**config.mk**
```make
export PLATFORM = sky130hd
export DESIGN_NAME = dscs_top
export DESIGN_NICKNAME = d
export VERILOG_FILES = /design/src/rtl/dscs_pkg.sv /design/src/rtl/dscs_top.sv /design/src/rtl/dscs_period_counter.sv /design/src/rtl/dscs_apb_port.sv
export VERILOG_INCLUDE_DIRS = /design/src /design/src/rtl
export SDC_FILE = /design/constraint.sdc
export NUM_CORES = 1
export LEC_CHECK = 0
export BUFFER_PORTS_ARGS = -buffer_cell sky130_fd_sc_hd__buf_4
export CELL_PAD_IN_SITES_DETAIL_PLACEMENT = 1
export CELL_PAD_IN_SITES_GLOBAL_PLACEMENT = 2
export CORE_UTILIZATION = 32
export DETAILED_ROUTE_END_ITERATION = 8
export PLACE_DENSITY_LB_ADDON = 0.1
export SYNTH_ARGS = -nofsm -noshare
export SYNTH_HDL_FRONTEND = slang
export SYNTH_SLANG_ARGS = --single-unit
export TNS_END_PERCENT = 10
```
**constraint.sdc**
```tcl
create_clock -name clk -period 4.3 [get_ports clk]
set_input_delay 0.645 -clock clk [delete_from_list [all_inputs] [get_ports clk]]
set_output_delay 0.645 -clock clk [all_outputs]
set_load 0.01 [all_outputs]
```
**src/rtl/dscs_regs.svh**
```systemverilog
// Register map, field positions, reset values and timing counts of the speed select block
`ifndef DSCS_REGS_SVH
`define DSCS_REGS_SVH

// Register indexes; byte address is four times the index
`define DSCS_CTRL0_INDEX   8'h8f
`define DSCS_CTRL1_INDEX   8'haf
`define DSCS_STATUS_INDEX  8'h90
`define DSCS_ADDR_W        12

// Control register 0 fields
`define DSCS_DOUBLE_BIT    0
`define DSCS_TIMER0_BIT    1
`define DSCS_TIMER1_BIT    2
`define DSCS_TIMER2_BIT    3
`define DSCS_UART_BIT      4
`define DSCS_PCA_BIT       5
`define DSCS_WDOG_BIT      6
`define DSCS_TWI_BIT       7
// Control register 1 field
`define DSCS_SPI_BIT       0

// Reset values; global bit comes from the security byte
`define DSCS_CTRL0_RESET   7'h00
`define DSCS_CTRL1_RESET   1'h0

// Timing: oscillator period in ns, cycle lengths in oscillator periods
`define DSCS_OSC_PERIOD_NS 100
`define DSCS_STD_PERIODS   12
`define DSCS_FAST_PERIODS  6
`define DSCS_PHASES        6

`endif

```
**src/rtl/dscs_pkg.sv**
```systemverilog
// Types shared by the speed select block
package dscs_pkg;

  typedef enum logic [2:0] {
    PHASE1,
    PHASE2,
    PHASE3,
    PHASE4,
    PHASE5,
    PHASE6
  } dscs_phase_e;

  typedef struct packed {
    logic        psel;
    logic        penable;
    logic        pwrite;
    logic [11:0] paddr;
    logic [31:0] pwdata;
  } dscs_apb_req_s;

  typedef struct packed {
    logic [31:0] prdata;
    logic        pready;
    logic        pslverr;
  } dscs_apb_rsp_s;

endpackage

```
**src/rtl/dscs_top.sv**
```systemverilog
// Speed select: registers, glitch-free mode switch, core phases and peripheral strobes
`timescale 1ns/1ns
`include "dscs_regs.svh"
module dscs_top
  import dscs_pkg::*;
#(
  parameter int PERIPH_N = 8
) (
  input  wire logic          clk,
  input  wire logic          reset,
  input  wire logic          securityDoubleSpeed,
  input  wire logic [1:0]    uartMode,
  input  dscs_apb_req_s      apbReq,
  output dscs_apb_rsp_s      apbRsp,
  output logic               halfRateClk,
  output logic               doubleSpeedActive,
  output dscs_phase_e        corePhase,
  output logic               machineCycleEnd,
  output logic [PERIPH_N-1:0] periphTick
);
  localparam int UART_IDX = `DSCS_UART_BIT - 1;

  // Software visible control
  logic                doubleSpeedSelect;
  logic [6:0]          periphSpeedSel;
  logic                serialPeriphSpeedSel;
  logic                next_doubleSpeedSelect;
  logic [6:0]          next_periphSpeedSel;
  logic                next_serialPeriphSpeedSel;

  // Applied state
  logic                halfPhase;
  logic                next_halfPhase;
  logic                next_doubleSpeedActive;
  logic [PERIPH_N-1:0] appliedSel;
  logic [PERIPH_N-1:0] next_appliedSel;
  logic [PERIPH_N-1:0] fastRate;
  logic                halfRise;

  // Core phase generator
  dscs_phase_e         next_corePhase;
  logic                next_machineCycleEnd;
  logic                phaseStep;

  // Bus
  logic [9:0]          regIndex;
  logic                hitCtrl0;
  logic                hitCtrl1;
  logic                hitStatus;
  logic                mapped;
  logic                accept;
  logic                pready;
  logic                pslverr;
  logic [31:0]         prdata;
  logic [31:0]         next_prdata;

  assign regIndex  = apbReq.paddr[11:2];
  assign hitCtrl0  = apbReq.paddr[1:0] == 2'h0 && regIndex == {2'h0, `DSCS_CTRL0_INDEX};
  assign hitCtrl1  = apbReq.paddr[1:0] == 2'h0 && regIndex == {2'h0, `DSCS_CTRL1_INDEX};
  assign hitStatus = apbReq.paddr[1:0] == 2'h0 && regIndex == {2'h0, `DSCS_STATUS_INDEX};
  assign mapped    = hitCtrl0 || hitCtrl1 || hitStatus;

  dscs_apb_port u_port (
    .clk     (clk),
    .reset   (reset),
    .req     (apbReq),
    .mapped  (mapped),
    .accept  (accept),
    .pready  (pready),
    .pslverr (pslverr)
  );

  // Register writes and read data
  always_comb begin
    next_doubleSpeedSelect    = doubleSpeedSelect;
    next_periphSpeedSel       = periphSpeedSel;
    next_serialPeriphSpeedSel = serialPeriphSpeedSel;
    next_prdata               = prdata;
    if (accept && apbReq.pwrite && hitCtrl0) begin
      next_doubleSpeedSelect = apbReq.pwdata[`DSCS_DOUBLE_BIT];
      next_periphSpeedSel    = apbReq.pwdata[`DSCS_TWI_BIT:`DSCS_TIMER0_BIT];
    end
    if (accept && apbReq.pwrite && hitCtrl1) begin
      next_serialPeriphSpeedSel = apbReq.pwdata[`DSCS_SPI_BIT];
    end
    if (apbReq.psel && apbReq.penable && !pready && !apbReq.pwrite) begin
      next_prdata = 32'h0;
      if (hitCtrl0) begin
        next_prdata[7:0] = {periphSpeedSel, doubleSpeedSelect};
      end else if (hitCtrl1) begin
        next_prdata[0] = serialPeriphSpeedSel;
      end else if (hitStatus) begin
        next_prdata[0] = doubleSpeedActive;
        next_prdata[1] = halfPhase;
      end
    end
  end

  always_ff @(posedge clk) begin
    if (reset) begin
      doubleSpeedSelect    <= securityDoubleSpeed;
      periphSpeedSel       <= `DSCS_CTRL0_RESET;
      serialPeriphSpeedSel <= `DSCS_CTRL1_RESET;
      prdata               <= 32'h0;
    end else begin
      doubleSpeedSelect    <= next_doubleSpeedSelect;
      periphSpeedSel       <= next_periphSpeedSel;
      serialPeriphSpeedSel <= next_serialPeriphSpeedSel;
      prdata               <= next_prdata;
    end
  end

  // Half-rate crystal clock and mode switch on its rising edge
  assign halfRise = !halfPhase;

  always_comb begin
    next_halfPhase         = !halfPhase;
    next_doubleSpeedActive = doubleSpeedActive;
    next_appliedSel        = appliedSel;
    if (halfRise) begin
      next_doubleSpeedActive = doubleSpeedSelect;
      next_appliedSel        = {serialPeriphSpeedSel, periphSpeedSel};
    end
  end

  always_ff @(posedge clk) begin
    if (reset) begin
      halfPhase         <= 1'b0;
      halfRateClk       <= 1'b0;
      doubleSpeedActive <= 1'b0;
      appliedSel        <= '0;
    end else begin
      halfPhase         <= next_halfPhase;
      halfRateClk       <= next_halfPhase;
      doubleSpeedActive <= next_doubleSpeedActive;
      appliedSel        <= next_appliedSel;
    end
  end

  // Core phases: each lasts one crystal period in double speed, two otherwise
  assign phaseStep = doubleSpeedActive || halfPhase;

  always_comb begin
    next_corePhase       = corePhase;
    next_machineCycleEnd = 1'b0;
    if (phaseStep) begin
      unique case (corePhase)
        PHASE1: next_corePhase = PHASE2;
        PHASE2: next_corePhase = PHASE3;
        PHASE3: next_corePhase = PHASE4;
        PHASE4: next_corePhase = PHASE5;
        PHASE5: next_corePhase = PHASE6;
        PHASE6: begin
          next_corePhase       = PHASE1;
          next_machineCycleEnd = 1'b1;
        end
        default: next_corePhase = PHASE1;
      endcase
    end
  end

  always_ff @(posedge clk) begin
    if (reset) begin
      corePhase       <= PHASE1;
      machineCycleEnd <= 1'b0;
    end else begin
      corePhase       <= next_corePhase;
      machineCycleEnd <= next_machineCycleEnd;
    end
  end

  // Peripheral strobes: fast only in double speed with the bit clear, or in double speed for the UART in modes 1 and 3
  for (genvar i = 0; i < PERIPH_N; i++) begin : g_periph
    if (i == UART_IDX) begin : g_uart
      // Modes 1 and 3 follow the core rate
      assign fastRate[i] = doubleSpeedActive
                           && (uartMode[0] || !appliedSel[i]);
    end else begin : g_plain
      assign fastRate[i] = doubleSpeedActive && !appliedSel[i];
    end
    dscs_period_counter u_cnt (
      .clk      (clk),
      .reset    (reset),
      .fastRate (fastRate[i]),
      .tick     (periphTick[i])
    );
  end

  assign apbRsp.prdata  = prdata;
  assign apbRsp.pready  = pready;
  assign apbRsp.pslverr = pslverr;
endmodule

```
**src/rtl/dscs_period_counter.sv**
```systemverilog
// Peripheral cycle strobe with six or twelve oscillator periods per cycle
`timescale 1ns/1ns
`include "dscs_regs.svh"
module dscs_period_counter
  import dscs_pkg::*;
#(
  parameter int CNT_W = 4
) (
  input  wire logic clk,
  input  wire logic reset,
  input  wire logic fastRate,
  output logic      tick
);
  localparam logic [CNT_W-1:0] STD_LAST  = CNT_W'(`DSCS_STD_PERIODS - 1);
  localparam logic [CNT_W-1:0] FAST_LAST = CNT_W'(`DSCS_FAST_PERIODS - 1);

  logic [CNT_W-1:0] count;
  logic [CNT_W-1:0] next_count;
  logic             next_tick;

  always_comb begin
    next_tick  = 1'b0;
    next_count = count + CNT_W'(1);
    if (count == STD_LAST || (fastRate && count == FAST_LAST)) begin
      next_tick  = 1'b1;
      next_count = '0;
    end
  end

  always_ff @(posedge clk) begin
    if (reset) begin
      count <= '0;
      tick  <= 1'b0;
    end else begin
      count <= next_count;
      tick  <= next_tick;
    end
  end
endmodule

```
**src/rtl/dscs_apb_port.sv**
```systemverilog
// APB handshake: one wait state, registered ready and error
`timescale 1ns/1ns
`include "dscs_regs.svh"
module dscs_apb_port
  import dscs_pkg::*;
(
  input  wire logic          clk,
  input  wire logic          reset,
  input  dscs_apb_req_s      req,
  input  wire logic          mapped,
  output logic               accept,
  output logic               pready,
  output logic               pslverr
);
  logic next_pready;
  logic next_pslverr;

  // Accept at the edge where the master sees pready high
  assign accept = req.psel && req.penable && pready;

  always_comb begin
    next_pready  = req.psel && req.penable && !pready;
    next_pslverr = next_pready && !mapped;
  end

  always_ff @(posedge clk) begin
    if (reset) begin
      pready  <= 1'b0;
      pslverr <= 1'b0;
    end else begin
      pready  <= next_pready;
      pslverr <= next_pslverr;
    end
  end
endmodule

```
==> run metrics <==
pin count of the biggest net entering global routing=52; RSZ-0062 raised after global routing=no; worst slack, placed=2.10 ns; Post-synth EDFFs=1; Syn Inst Count=348; Post-CTS Setup Inserts=0; Tot GR Track Use=14.2%; H-tree Lvls=3; Hold WC Path Type=reg -> reg; Syn. warnings=0; Leak Pwr=1.55 nW; DRT Pass-1 Iters=4; CP arrival=1.41 ns; relative slew slack=36.2%; Setup crit start kind=flop; Max IR drop VDD=162 uV; DR DRC count=0; ranking of synthesized cells by area=dfxtp_1, buf_4, nor2_1, ha_1, nand3_1; # nets final=456; Synth top area share=44.7%; FFs w/ async S/R, synth=0%; P per Cell Area=385 mW/mm2; fraction of layout cells with a size suffix above 1=19.1%; hpwl dp=4.84 mm; fmax=0.488 GHz; Mapped Area=0.00322 mm2; fin crit share=47.7%; IO Pins=100; CTS clk-pin slew, worst paths=0.08 ns; CTS tree=done; r2r startpoint=halfPhase$_SDFF_PP0_; post-layout minimum cycle time=2.05 ns; initial antenna violation count=0; Post-Layout Cell Count=525; Initial DRC Count=47; # fillers=1,166; post-synth top area cell=dfxtp_1; grt ovf=0; Die Y=102 um; global-route wire length before repair=11.2 mm; Post-CTS Hold Fix Bufs=0; worst r2r path cells=3; count leader, synth=dfxtp_1; ant diodes=0; Worst-Skew Late Latency=0.34 ns; Routed WL=6.78 mm; Post-synth top flop=dfxtp_1; Post-CTS Resized=0; Worst R2R Setup Slack=2.47 ns; Port Buf Inserts=50; CP Buf/Inv Count=1; placed cells=510; Starting Density=33.0%; Slew Viols, Final=0; number of cells on the worst hold path=2; family with the most delay on the worst path=flip-flops; CP Max Fanout=14; vias in the first global route=2,362; Setup Skew=0.00468 ns; reg2reg end=corePhase[2]$_SDFFE_PP0N_; Synth Register Bits=73; Final setup viols=0; Worst path slowest cell=dfxtp_1; Row Count=36; fin worst setup slack=2.25 ns; clk buf depth=2; post-place instance area=0.00355 mm2; Vias/cell=4.55; Final Power=1.45 mW; most frequent cells after synthesis=dfxtp_1, nor2_1, buf_4, nand3_1, a21oi_1; required time worst endpoint=3.65 ns; max_cap viols=0; TritonCTS Buffers=9; Least-Margin Pin Slew=0.950 ns; Hold Startpoint=prdata[4]$_SDFFE_PP0P_; Hold WS=0.459 ns; final instance area=0.00377 mm2; die width=102 um; Crit. End Element=output pin; final core utilization=38.6%; Avg WL per Cell=12.9 um; Syn Area/Cell=9.27 um2; register area share after synthesis=45.6%; die area=0.0105 mm2; CTS Root Buffer Type=clkbuf_8; Layout area overhead=16.9%; critical-path cell list=buf_4; count of final hold-check violations=0; core box area=0.00977 mm2; DRT antenna net count=0; CP Class=reg -> out; gpl congestion=0.731; status=complete, no violations; TNS Setup=0 ns; Min-Delay Endpoint=prdata[4]$_SDFFE_PP0P_; slowest stage delay, CP=0.82 ns; via count=2,388; clock sinks=73; Cell variety after synth=48
[metal layers]
layer / routed length, um / up-vias / GRT usage, %
met3: 249 / 11 / 3.15
met5: 0 / - / 0
li1: - / 1200 / -
met2: 3210 / 51 / 23.6
met1: 3210 / 1126 / 17.5
met4: 111 / 0 / 6.26
[sequential cells by signal, indices dropped and copies added, names as in the netlist]
register              cells
appliedSel                8
corePhase                 3
doubleSpeedActive         1
doubleSpeedSelect         1
g_periph.u_cnt.count     32
g_periph.u_cnt.tick       8
halfPhase                 1
machineCycleEnd           1
periphSpeedSel            7
prdata                    8
serialPeriphSpeedSel      1
u_port.pready             1
u_port.pslverr            1
[cells by family after synthesis]
group | synth area share [%]
flops | 45.6
fa+ha+maj | 6.21
simple gates | 21.3
buf+inv | 10.5
other cells | 0.116
xor+xnor | 4.35
mux | 3.45
compound gates | 8.46
[worst max path at each step]
| stage | start | to | cells past startpoint |
|---|---|---|---|
| 6_report | halfPhase$_SDFF_PP0_ | halfRateClk | 1 |
| 3_3_place_gp | apbReq[33] | doubleSpeedSelect$_DFFE_PP_ | 4 |
| 3_5_place_dp | apbReq[33] | doubleSpeedSelect$_DFFE_PP_ | 4 |
| 5_1_grt | halfPhase$_SDFF_PP0_ | halfRateClk | 1 |
| 4_1_cts | halfPhase$_SDFF_PP0_ | halfRateClk | 1 |
| 2_1_floorplan | apbReq[33] | doubleSpeedSelect$_DFFE_PP_ | 5 |
[cells in the final DEF, fill, tap and decap left out, types with 15 or more instances in the layout]
| cell type | instances |
|---|---|
| a21oi_1 | 17 |
| buf_4 | 50 |
| conb_1 | 24 |
| dfxtp_1 | 72 |
| ha_1 | 16 |
| nand2_1 | 15 |
| nand3_1 | 22 |
| nor2_1 | 56 |
[power breakdown]
group          internal (mW)  switching (mW)  total, mW
Combinational         0.0580          0.0610      0.119
Clock                  0.338           0.259      0.598
Sequential             0.704          0.0314      0.735
Total                   1.10           0.352       1.45
[area by class of cell]
cell class	count	area, um2	share of cell area [%]
clock buffers	10	138	3.65
clock inverters	5	80.1	2.12
inverters	10	37.5	0.996
multi-input cells	244	1500	39.8
flip-flops and latches	73	1470	39.0
well taps	133	166	4.41
repair buffers	50	375	9.96
Power figures use the tool's default switching activity.
